**config.mk**
```make
export PLATFORM = sky130hd
export DESIGN_NAME = ubra_regs
export DESIGN_NICKNAME = d
export VERILOG_FILES = /design/src/ubra_pkg.sv /design/src/ubra_isr.sv /design/src/ubra_regs.sv
export SDC_FILE = /design/constraint.sdc
export NUM_CORES = 1
export LEC_CHECK = 0
export ABC_AREA = 1
export BUFFER_PORTS_ARGS = -buffer_cell sky130_fd_sc_hd__buf_2
export CORE_AREA = 2 2 128 193
export CTS_BUF_LIST = sky130_fd_sc_hd__clkbuf_16
export DETAILED_ROUTE_END_ITERATION = 8
export DIE_AREA = 0 0 130 195
export PLACE_DENSITY = 0.57
export SLEW_MARGIN = 20
export SYNTH_ARGS = -nofsm -noshare
export SYNTH_HDL_FRONTEND = slang
export SYNTH_HIERARCHICAL = 1
export SYNTH_SLANG_ARGS = --single-unit
```
**constraint.sdc**
```tcl
create_clock -name i_clk_sys -period 3.2 [get_ports i_clk_sys]
set_input_delay 0.32 -clock i_clk_sys [delete_from_list [all_inputs] [get_ports i_clk_sys]]
set_output_delay 0.32 -clock i_clk_sys [all_outputs]
set_load 0.01 [all_outputs]
```
**src/ubra_pkg.sv**
```systemverilog
// package for the banked uart register map: offsets, fields, codes, structs
// assumes a host bus that is synchronous to i_clk_sys
package ubra_pkg;

   // register addresses on the 3-bit host bus
   localparam logic [2:0] ADR_DIV_LOW    = 3'h0;  // receive/transmit, divisor low, level count
   localparam logic [2:0] ADR_DIV_HIGH   = 3'h1;  // interrupt enable, divisor high, feature
   localparam logic [2:0] ADR_FRAC       = 3'h2;  // status/fifo ctrl, fraction, enhanced fn
   localparam logic [2:0] ADR_LINE_CTRL  = 3'h3;
   localparam logic [2:0] ADR_MODEM_CTRL = 3'h4;
   localparam logic [2:0] ADR_LINE_STAT  = 3'h5;
   localparam logic [2:0] ADR_MODEM_STAT = 3'h6;
   localparam logic [2:0] ADR_SCRATCH    = 3'h7;
   localparam logic [2:0] ADR_FLOW_BASE  = 3'h4;  // first of four flow characters

   // key values, field positions and masks
   localparam logic [7:0] LCR_ENH_KEY    = 8'hBF;
   localparam int         LCR_DIV_BIT    = 7;
   localparam int         EFR_ENH_BIT    = 4;
   localparam int         FCR_FIFO_BIT   = 0;
   localparam int         FCR_RXRST_BIT  = 1;
   localparam int         FCR_TXRST_BIT  = 2;
   localparam int         FEATURE_CONTROL_SWAP_BIT  = 6;
   localparam int         FEATURE_CONTROL_RXTX_BIT  = 7;
   localparam int         IER_RX_BIT     = 0;
   localparam int         IER_TX_BIT     = 1;
   localparam int         IER_LINE_BIT   = 2;
   localparam int         IER_MODEM_BIT  = 3;
   localparam logic [7:0] IER_ENH_MASK   = 8'hF0;
   localparam logic [7:0] FCR_ENH_MASK   = 8'h38;
   localparam logic [7:0] MCR_ENH_MASK   = 8'hE0;
   localparam logic [7:0] FCR_PULSE_MASK = 8'h06;
   localparam logic [7:0] DIV_ZERO       = 8'h00;
   localparam logic [7:0] REG_RST        = 8'h00;
   localparam logic [7:0] LEVEL_EMPTY    = 8'h00;

   // interrupt source codes, status bits 3:0
   localparam logic [3:0] ISR_LINE  = 4'h6;
   localparam logic [3:0] ISR_RXRDY = 4'h4;
   localparam logic [3:0] ISR_TXRDY = 4'h2;
   localparam logic [3:0] ISR_MODEM = 4'h0;
   localparam logic [3:0] ISR_NONE  = 4'h1;

   // register bank selected by the line control value alone
   typedef enum logic [2:0] {
      BANK_NORM = 3'b001,
      BANK_DIV  = 3'b010,
      BANK_ENH  = 3'b100
   } ubra_bank_e;

   typedef struct packed {
      logic       rd;
      logic       wr;
      logic [2:0] addr;
      logic [7:0] wdata;
   } ubra_bus_s;

   typedef struct packed {
      logic       brg_sel;
      logic       indep_brg;
      logic       mode_4x;
      logic       mode_8x;
      logic [3:0] fraction;
   } ubra_frac_s;

   typedef struct packed {
      logic       auto_cts;
      logic       auto_rts;
      logic       special_sel;
      logic       enh_en;
      logic [3:0] sw_flow;
   } ubra_efr_s;

   typedef struct packed {
      logic       rxtx_sel;
      logic       swap_scratch;
      logic [1:0] fifo_trigger_level_mode;
      logic       rs485_int;
      logic       ir_rx_inv;
      logic [1:0] rts_delay;
   } ubra_feature_control_s;

   typedef struct packed {
      logic [7:0]      line_ctrl;
      logic [7:0]      int_enable;
      logic [7:0]      fifo_ctrl;
      logic [7:0]      modem_ctrl;
      logic [7:0]      scratch;
      logic [7:0]      div_low;
      logic [7:0]      div_high;
      ubra_frac_s      frac;
      ubra_efr_s       enhanced_function;
      ubra_feature_control_s      feature_control;
      logic [7:0]      fifo_trigger_level;
      logic [3:0][7:0] flow_char;  // resume 1, resume 2, pause 1, pause 2
   } ubra_cfg_s;

endpackage : ubra_pkg

```
**src/ubra_isr.sv**
```systemverilog
// interrupt prioritiser: masks the four classic sources and encodes status
// assumes all inputs come from logic on the same clock
`timescale 1ns/1ps
`default_nettype none
module ubra_isr (
   input  wire logic [3:0] i_ier,
   input  wire logic       i_fifo_en,
   input  wire logic       i_rx_src,
   input  wire logic       i_tx_src,
   input  wire logic       i_line_src,
   input  wire logic       i_modem_src,
   output logic      [7:0] o_isr,
   output logic            o_pend
);
   // highest unmasked source wins; enhanced status bits 5:4 have no source here
   always_comb begin
      o_isr = {{2{i_fifo_en}}, 2'b00, ubra_pkg::ISR_NONE};
      if (i_line_src && i_ier[ubra_pkg::IER_LINE_BIT]) begin
         o_isr[3:0] = ubra_pkg::ISR_LINE;
      end else if (i_rx_src && i_ier[ubra_pkg::IER_RX_BIT]) begin
         o_isr[3:0] = ubra_pkg::ISR_RXRDY;
      end else if (i_tx_src && i_ier[ubra_pkg::IER_TX_BIT]) begin
         o_isr[3:0] = ubra_pkg::ISR_TXRDY;
      end else if (i_modem_src && i_ier[ubra_pkg::IER_MODEM_BIT]) begin
         o_isr[3:0] = ubra_pkg::ISR_MODEM;
      end
      o_pend = (o_isr[3:0] != ubra_pkg::ISR_NONE);
   end
endmodule : ubra_isr
`default_nettype wire

```
**src/ubra_regs.sv**
```systemverilog
// banked register map of a fifo uart with receive interrupt and data-ready flag
// assumes host bus strobes, receive fifo status and line inputs share i_clk_sys
// reads answer one cycle after the strobe; writes reach o_cfg one cycle after
// no clock enable: every register runs on every edge
//
// Behaviour
// - Address 010 reaches the fractional divisor only with bit 7 set, line control not 0xBF and enhanced enable set.
// - The fractional divisor holds generator select, independent generators, 4X, 8X and a 4-bit fraction.
// - In the divisor bank with both divisor bytes zero, address 001 reads the fixed identification code.
// - Under the same condition, address 000 reads the read-only revision code.
// - Only line control 0xBF lets address 010 reach the enhanced-function register with its flow fields.
// - Enhanced interrupt-enable, fifo-control and modem-control bits and the fraction can be written only with enhanced enable.
// - In the enhanced bank address 000 reads the fifo level count and writes the trigger level.
// - Enhanced address 001 is the feature control register with its six fields.
// - Enhanced addresses 100 to 111 hold resume 1, resume 2, pause 1 and pause 2 characters.
// - The interrupt enable masks receive, transmit-empty, line and modem sources, reported in status.
// - With fifos and receive interrupt enabled, the interrupt rises at the trigger level and drops below it.
// - The receive code shows in status while at trigger and clears with the output below it.
// - Line-status bit 0 sets when a character enters the fifo and clears only when the fifo is empty.

`timescale 1ns/1ps
`default_nettype none
module ubra_regs #(
   parameter logic [7:0] DEV_ID  = 8'h5A,  // arbitrary value
   parameter logic [7:0] DEV_REV = 8'h01   // arbitrary value
) (
   input  wire logic                i_clk_sys,
   input  wire logic                i_nrst,
   input  wire ubra_pkg::ubra_bus_s i_bus,
   input  wire logic [7:0]          i_rhr_data,
   input  wire logic                i_rx_push,
   input  wire logic [7:0]          i_rx_level,
   input  wire logic [7:0]          i_tx_level,
   input  wire logic                i_tx_empty,
   input  wire logic [7:1]          i_line_stat,
   input  wire logic [7:0]          i_modem_stat,
   output logic [7:0]               o_rdata,
   output logic                     o_rvalid,
   output logic                     o_int,
   output logic                     o_rx_pop,
   output logic                     o_tx_push,
   output logic [7:0]               o_tx_data,
   output logic                     o_rx_fifo_rst,
   output logic                     o_tx_fifo_rst,
   output ubra_pkg::ubra_cfg_s      o_cfg
);
   // configuration and bank
   ubra_pkg::ubra_cfg_s  cfg_r;
   ubra_pkg::ubra_cfg_s  cfg_nxt;
   ubra_pkg::ubra_bank_e bank;

   // data-ready flag and read answer
   logic                 dr_r;
   logic                 dr_nxt;
   logic [7:0]           rdata_r;
   logic [7:0]           rdata_nxt;
   logic                 rvalid_r;

   // interrupt and fifo strobes
   logic                 int_r;
   logic                 int_nxt;
   logic                 pop_r;
   logic                 pop_nxt;
   logic                 push_r;
   logic                 push_nxt;
   logic [7:0]           txd_r;
   logic [7:0]           txd_nxt;
   logic                 rxrst_r;
   logic                 txrst_r;
   logic                 rst_rx_nxt;
   logic                 rst_tx_nxt;

   // decoded conditions and status views
   logic                 enh;
   logic                 fifo_en;
   logic                 id_mode;
   logic                 rx_hit;
   logic                 line_src;
   logic                 modem_src;
   logic [7:0]           isr;
   logic                 pend;
   logic [7:0]           fc_sel;
   logic [7:0]           line_stat;

   // enhanced enable, fifo enable and source summaries
   assign enh       = cfg_r.enhanced_function.enh_en;
   assign fifo_en   = cfg_r.fifo_ctrl[ubra_pkg::FCR_FIFO_BIT];
   assign line_stat = {i_line_stat, dr_r};
   assign line_src  = |i_line_stat[4:1];
   assign modem_src = |i_modem_stat[3:0];

   // bank select: enhanced key first, then divisor enable
   // decided on the stored value, so a new line control acts from the next access
   always_comb begin
      if (cfg_r.line_ctrl == ubra_pkg::LCR_ENH_KEY) begin
         bank = ubra_pkg::BANK_ENH;
      end else if (cfg_r.line_ctrl[ubra_pkg::LCR_DIV_BIT]) begin
         bank = ubra_pkg::BANK_DIV;
      end else begin
         bank = ubra_pkg::BANK_NORM;
      end
   end

   // identification view when both divisor bytes are zero
   // a nonzero write to either byte leaves the view at once
   assign id_mode = (bank == ubra_pkg::BANK_DIV) && (cfg_r.div_low == ubra_pkg::DIV_ZERO)
                    && (cfg_r.div_high == ubra_pkg::DIV_ZERO);

   // level count shows receive or transmit fifo as feature bit 7 picks
   assign fc_sel = cfg_r.feature_control.rxtx_sel ? i_tx_level : i_rx_level;

   // receive trigger reached; a zero trigger still needs one character
   // without fifos the data-ready flag alone is the receive source
   assign rx_hit = fifo_en ? ((i_rx_level >= cfg_r.fifo_trigger_level) && (i_rx_level != ubra_pkg::LEVEL_EMPTY))
                           : dr_r;

   // source prioritiser and status code
   // status bits 7:6 follow fifo enable inside the prioritiser
   ubra_isr u_isr (
      .i_ier       (cfg_r.int_enable[3:0]),
      .i_fifo_en   (fifo_en),
      .i_rx_src    (rx_hit),
      .i_tx_src    (i_tx_empty),
      .i_line_src  (line_src),
      .i_modem_src (modem_src),
      .o_isr       (isr),
      .o_pend      (pend)
   );

   // register writes by bank and address
   always_comb begin
      cfg_nxt    = cfg_r;
      push_nxt   = 1'b0;
      txd_nxt    = txd_r;
      rst_rx_nxt = 1'b0;
      rst_tx_nxt = 1'b0;

      // line control answers at 011 in every bank
      if (i_bus.wr) begin
         if (i_bus.addr == ubra_pkg::ADR_LINE_CTRL) begin
            cfg_nxt.line_ctrl = i_bus.wdata;
         end else if (bank == ubra_pkg::BANK_ENH) begin
            if (i_bus.addr == ubra_pkg::ADR_DIV_LOW) begin
               cfg_nxt.fifo_trigger_level = i_bus.wdata;
            end else if (i_bus.addr == ubra_pkg::ADR_DIV_HIGH) begin
               cfg_nxt.feature_control = i_bus.wdata;
            end else if (i_bus.addr == ubra_pkg::ADR_FRAC) begin
               cfg_nxt.enhanced_function = i_bus.wdata;
            end else if (i_bus.addr >= ubra_pkg::ADR_FLOW_BASE) begin
               // low two address bits pick the flow character
               for (int i = 0; i < 4; i++) begin
                  if (i_bus.addr[1:0] == 2'(i)) begin
                     cfg_nxt.flow_char[i] = i_bus.wdata;
                  end
               end
            end
         end else if ((bank == ubra_pkg::BANK_DIV)
                      && (i_bus.addr == ubra_pkg::ADR_DIV_LOW)) begin
            cfg_nxt.div_low = i_bus.wdata;
         end else if ((bank == ubra_pkg::BANK_DIV)
                      && (i_bus.addr == ubra_pkg::ADR_DIV_HIGH)) begin
            cfg_nxt.div_high = i_bus.wdata;
         end else if ((bank == ubra_pkg::BANK_DIV)
                      && (i_bus.addr == ubra_pkg::ADR_FRAC) && enh) begin
            cfg_nxt.frac = i_bus.wdata;
         end else if (i_bus.addr == ubra_pkg::ADR_DIV_LOW) begin
            // normal bank: holding, enables, fifo, modem, scratch
            push_nxt = 1'b1;
            txd_nxt  = i_bus.wdata;
         end else if (i_bus.addr == ubra_pkg::ADR_DIV_HIGH) begin
            cfg_nxt.int_enable = enh ? i_bus.wdata
               : ((cfg_r.int_enable & ubra_pkg::IER_ENH_MASK)
                  | (i_bus.wdata & ~ubra_pkg::IER_ENH_MASK));
         end else if (i_bus.addr == ubra_pkg::ADR_FRAC) begin
            cfg_nxt.fifo_ctrl = (enh ? i_bus.wdata
               : ((cfg_r.fifo_ctrl & ubra_pkg::FCR_ENH_MASK)
                  | (i_bus.wdata & ~ubra_pkg::FCR_ENH_MASK)))
               & ~ubra_pkg::FCR_PULSE_MASK;
            // reset bits only pulse; the stored copy keeps them clear
            rst_rx_nxt = i_bus.wdata[ubra_pkg::FCR_RXRST_BIT];
            rst_tx_nxt = i_bus.wdata[ubra_pkg::FCR_TXRST_BIT];
         end else if (i_bus.addr == ubra_pkg::ADR_MODEM_CTRL) begin
            cfg_nxt.modem_ctrl = enh ? i_bus.wdata
               : ((cfg_r.modem_ctrl & ubra_pkg::MCR_ENH_MASK)
                  | (i_bus.wdata & ~ubra_pkg::MCR_ENH_MASK));
         end else if ((i_bus.addr == ubra_pkg::ADR_SCRATCH)
                      && !cfg_r.feature_control.swap_scratch) begin
            cfg_nxt.scratch = i_bus.wdata;
         end
      end
   end

   // register reads, answered one cycle after the strobe
   always_comb begin
      rdata_nxt = ubra_pkg::REG_RST;
      pop_nxt   = 1'b0;

      // no strobe keeps the last answer on o_rdata
      if (!i_bus.rd) begin
         rdata_nxt = rdata_r;
      end else if (i_bus.addr == ubra_pkg::ADR_LINE_CTRL) begin
         rdata_nxt = cfg_r.line_ctrl;
      end else if (bank == ubra_pkg::BANK_ENH) begin
         if (i_bus.addr == ubra_pkg::ADR_DIV_LOW) begin
            rdata_nxt = fc_sel;
         end else if (i_bus.addr == ubra_pkg::ADR_DIV_HIGH) begin
            rdata_nxt = cfg_r.feature_control;
         end else if (i_bus.addr == ubra_pkg::ADR_FRAC) begin
            rdata_nxt = cfg_r.enhanced_function;
         end else if (i_bus.addr >= ubra_pkg::ADR_FLOW_BASE) begin
            rdata_nxt = cfg_r.flow_char[i_bus.addr[1:0]];
         end
      end else if (id_mode && (i_bus.addr == ubra_pkg::ADR_DIV_LOW)) begin
         // the view replaces the divisor bytes on reads only
         rdata_nxt = DEV_REV;
      end else if (id_mode && (i_bus.addr == ubra_pkg::ADR_DIV_HIGH)) begin
         rdata_nxt = DEV_ID;
      end else if ((bank == ubra_pkg::BANK_DIV)
                   && (i_bus.addr == ubra_pkg::ADR_DIV_LOW)) begin
         rdata_nxt = cfg_r.div_low;
      end else if ((bank == ubra_pkg::BANK_DIV)
                   && (i_bus.addr == ubra_pkg::ADR_DIV_HIGH)) begin
         rdata_nxt = cfg_r.div_high;
      end else if ((bank == ubra_pkg::BANK_DIV)
                   && (i_bus.addr == ubra_pkg::ADR_FRAC) && enh) begin
         rdata_nxt = cfg_r.frac;
      end else if (i_bus.addr == ubra_pkg::ADR_DIV_LOW) begin
         // a normal-bank read of 000 also pops the receive fifo
         rdata_nxt = i_rhr_data;
         pop_nxt   = 1'b1;
      end else if (i_bus.addr == ubra_pkg::ADR_DIV_HIGH) begin
         rdata_nxt = cfg_r.int_enable;
      end else if (i_bus.addr == ubra_pkg::ADR_FRAC) begin
         rdata_nxt = isr;
      end else if (i_bus.addr == ubra_pkg::ADR_MODEM_CTRL) begin
         rdata_nxt = cfg_r.modem_ctrl;
      end else if (i_bus.addr == ubra_pkg::ADR_LINE_STAT) begin
         rdata_nxt = line_stat;
      end else if (i_bus.addr == ubra_pkg::ADR_MODEM_STAT) begin
         rdata_nxt = i_modem_stat;
      end else if (cfg_r.feature_control.swap_scratch) begin
         // swapped scratch shows the level count
         rdata_nxt = fc_sel;
      end else begin
         rdata_nxt = cfg_r.scratch;
      end
   end

   // data-ready flag: a push wins over an empty fifo in the same cycle
   // clears the cycle after the level reads empty with no push
   always_comb begin
      dr_nxt = dr_r;
      if (i_rx_push) begin
         dr_nxt = 1'b1;
      end else if (i_rx_level == ubra_pkg::LEVEL_EMPTY) begin
         dr_nxt = 1'b0;
      end
   end

   // interrupt output follows any pending unmasked source
   // registered once more, so o_int trails the sources by one cycle
   assign int_nxt = pend;

   // state registers
   // reset clears all; line control 0 selects the normal bank
   always_ff @(posedge i_clk_sys or negedge i_nrst) begin
      if (!i_nrst) begin
         cfg_r    <= '0;
         dr_r     <= 1'b0;
         rdata_r  <= ubra_pkg::REG_RST;
         rvalid_r <= 1'b0;
         int_r    <= 1'b0;
         pop_r    <= 1'b0;
         push_r   <= 1'b0;
         txd_r    <= ubra_pkg::REG_RST;
         rxrst_r  <= 1'b0;
         txrst_r  <= 1'b0;
      end else begin
         cfg_r    <= cfg_nxt;
         dr_r     <= dr_nxt;
         rdata_r  <= rdata_nxt;
         rvalid_r <= i_bus.rd;
         int_r    <= int_nxt;
         pop_r    <= pop_nxt;
         push_r   <= push_nxt;
         txd_r    <= txd_nxt;
         rxrst_r  <= rst_rx_nxt;
         txrst_r  <= rst_tx_nxt;
      end
   end

   // outputs straight from registers
   // o_cfg carries the whole configuration to the serial side
   assign o_rdata       = rdata_r;
   assign o_rvalid      = rvalid_r;
   assign o_int         = int_r;
   assign o_rx_pop      = pop_r;
   assign o_tx_push     = push_r;
   assign o_tx_data     = txd_r;
   assign o_rx_fifo_rst = rxrst_r;
   assign o_tx_fifo_rst = txrst_r;
   assign o_cfg         = cfg_r;

endmodule : ubra_regs
`default_nettype wire

```
==> impl_metrics.env <==
export IMPL_synth_edf_count=0
export IMPL_ir_worst_vdd_mv=0.409
export IMPL_ys_top_cells_by_count="nand2_1, dfrtp_1, o21ai_0"
export IMPL_synth_cell_types=44
export IMPL_clock_skew_ns=0.0112
export IMPL_worstReg2RegStart="o_cfg[116]$_DFFE_PN0P_"
export IMPL_worstHoldStart="i_bus[12]"
export IMPL_overflow=0
export IMPL_syn_inst=983
export IMPL_cts_tree="built"
export IMPL_timing_slew_headroom_pct=42.5
export IMPL_hp_class="in2reg"
export IMPL_required_ns=3.57
export IMPL_leakagePower_nw=4.91
export IMPL_dpl_worst_slack_ns=0.429
export IMPL_dieArea_um2=25400
export IMPL_via_per_inst=4.84
export IMPL_p_per_area_nw_per_um2=575
export IMPL_cts_resized=0
export IMPL_vias=7240
export IMPL_cts_buffers=17
export IMPL_finalSetupTns_ns=0
export IMPL_hold_viol_final=0
export IMPL_holdPathStages=1
export IMPL_crit_path_end_kind="register"
export IMPL_grt_pass1_wl_um=42500
export IMPL_min_period_ns=2.69
export IMPL_num_nets_final=1226
export IMPL_maxCapViolCount=0
export IMPL_ys_seq_area_share_pct=47.1
export IMPL_cts_root_buf="clkbuf_16"
export IMPL_portBuffers=195
export IMPL_yosysMostFrequentCell="nand2_1"
export IMPL_insertion_delay_ns=0.44
export IMPL_initial_core_util_pct=31.8
export IMPL_wl_per_cell_um=18.8
export IMPL_totalWireLength_um=28200
export IMPL_startpoint_type="register"
export IMPL_utilization_pct=39.3
export IMPL_path_class="reg2reg"
export IMPL_die_w_um=130
export IMPL_whs_ns=0.0634
export IMPL_arrival_ns=3.05
export IMPL_clockBufferDepth=2
export IMPL_cts_sinks=141
export IMPL_final_period_utilization_pct=83.9
export IMPL_reg2reg_slack_ns=0.51
export IMPL_netlist_top_cell_by_area="dfrtp_1"
export IMPL_layout_setup_ws_ns=0.515
export IMPL_critPathMaxFanout=16
export IMPL_hpwlAfterDp_um=21100
export IMPL_fin_cells=1496
export IMPL_n_fill_cell=2507
export IMPL_clk_pin_slew_ns=0.06
export IMPL_worst_slew_pin_slew_ns=0.861
export IMPL_syn_area_um2=7490
export IMPL_ys_seq_elements=141
export IMPL_synth_top_area_share_pct=47.1
export IMPL_drt_iter0_drc=450
export IMPL_avgSynthCellArea_um2=7.62
export IMPL_cp_startpoint="o_cfg[116]$_DFFE_PN0P_"
export IMPL_first_pass_iters=5
export IMPL_grt_pass1_vias=7187
export IMPL_io_pins=198
export IMPL_place_congestion=0.894
export IMPL_ant_nets=0
export IMPL_worstHoldEndpoint="o_rvalid$_DFF_PN0_"
export IMPL_r2r_end="o_rdata[7]$_DFFE_PN0P_"
export IMPL_rsz0062_at_grt="no"
export IMPL_yosysWarningCount=6
export IMPL_grt_usage_pct=22.8
export IMPL_area_growth_synth_to_final_pct=23.8
export IMPL_antenna_found_initial=2
export IMPL_max_freq_ghz=0.372
export IMPL_async_flop_share_pct=100
export IMPL_cts_htree_levels=4
export IMPL_die_y_um=195
export IMPL_rows=69
export IMPL_drv_slew=0
export IMPL_synthFlopType="dfrtp_1"
export IMPL_drcViolationCount=0
export IMPL_yosys_top_cells_area="dfrtp_1, nand2_1, o21ai_0"
export IMPL_status="complete, no violations"
export IMPL_drive_above_1_share_pct=24.7
export IMPL_grt_max_degree=65
export IMPL_final_setup_viol_count=0
export IMPL_dp_cells=1461
export IMPL_fp_coreArea_um2=23600
export IMPL_reg2regPathDepth=13
cells by family after synthesis:
family,share of synthesized area [%]
and+or+nand+nor,28.0
AOI/OAI and AO/OA,15.0
buffers and inverters,8.46
DFF,47.1
adders and majority gates,1.34
other,0.100
per-layer routing:
| layer | wire, µm | vias up | track usage (%) | share of wire [%] |
|---|---|---|---|---|
| li1 | - | 3507 | - | - |
| met1 | 10900 | 3410 | 26.9 | 39 |
| met2 | 14300 | 263 | 38.8 | 51 |
| met3 | 1580 | 60 | 4.33 | 5.6 |
| met4 | 1400 | 0 | 12.0 | 5.0 |
| met5 | 0 | - | 0 | 0 |
power by group:
| group | switching, mW | total (mW) | leakage [nW] | internal, mW |
|---|---|---|---|---|
| Sequential | 0.214 | 2.21 | 1.84 | 2.00 |
| Clock | 0.822 | 2.04 | 0.275 | 1.22 |
| Combinational | 0.682 | 1.08 | 2.80 | 0.395 |
| Total | 1.72 | 5.33 | 4.91 | 3.61 |
worst max-delay path, stage by stage, from the launching register on:
cell     delay [ns]
dfrtp_1        0.42
inv_1          0.11
nor4_2         0.06
nand2_2        0.32
nand2_2        0.14
nor2_1         0.65
inv_1          0.30
o21ai_0        0.24
inv_1          0.06
nand2_1        0.06
nand2_1        0.05
nand2_1        0.08
nand2_1        0.07
nand2_1        0.05
placed cells by master (no fill, tap or decap), drive strengths merged, types with 2 or more instances in the layout:
cell type / count
nand4: 5
diode: 2
ha: 8
inv: 97
nand3: 30
buf: 201
o21ai: 135
clkinv: 5
a22oi: 4
a31oi: 4
clkinvlp: 7
clkbuf: 17
bufinv: 3
nor4: 8
or2: 14
nor3: 3
o31ai: 2
conb: 5
a21oi: 51
dfrtp: 141
nand2: 361
nor2: 61
a41oi: 5
state kept, by name, summed over array words and instances, names as in the netlist:
signal / flops
o_cfg: 117
o_rdata: 8
o_tx_data: 8
dr_r: 1
enh: 1
o_int: 1
o_rvalid: 1
o_rx_fifo_rst: 1
o_rx_pop: 1
o_tx_fifo_rst: 1
o_tx_push: 1
final cells by class:
cell class / count / area [µm²] / share of cell area, %
multi-input combinational: 703 / 3340 / 36.0
sequential: 141 / 3530 / 38.1
clock inverter: 15 / 174 / 1.88
inverter: 97 / 367 / 3.95
timing repair buffer: 202 / 1040 / 11.2
antenna: 2 / 5.00 / 0.0540
tap: 319 / 399 / 4.30
clock buffer: 17 / 425 / 4.59
how the worst max path moves through the flow:
stage	end	slack [ns]
6_report	o_rdata[7]$_DFFE_PN0P_	0.51
5_1_grt	o_rdata[1]$_DFFE_PN0P_	0.21
4_1_cts	o_rdata[1]$_DFFE_PN0P_	0.48
3_5_place_dp	o_rdata[1]$_DFFE_PN0P_	0.43
3_3_place_gp	o_rdata[1]$_DFFE_PN0P_	0.41
2_1_floorplan	o_rdata[1]$_DFFE_PN0P_	0.83
stage by stage:
| step | power (mW) | instance area [µm²] |
|---|---|---|
| after floorplan | 2.79 | 7500 |
| after global placement | 3.31 | 8660 |
| after detailed placement | 3.33 | 8660 |
| after CTS | 5.39 | 9270 |
| after global routing | 5.60 | 9270 |
| final | 5.33 | 9270 |
repair_timing:
action,in CTS,in global routing
endpoints found under the hold margin,61,0
setup endpoints to repair,0,0
setup buffers,0,0
hold buffers,1,0
No activity file was read; power rests on OpenSTA's default activity.
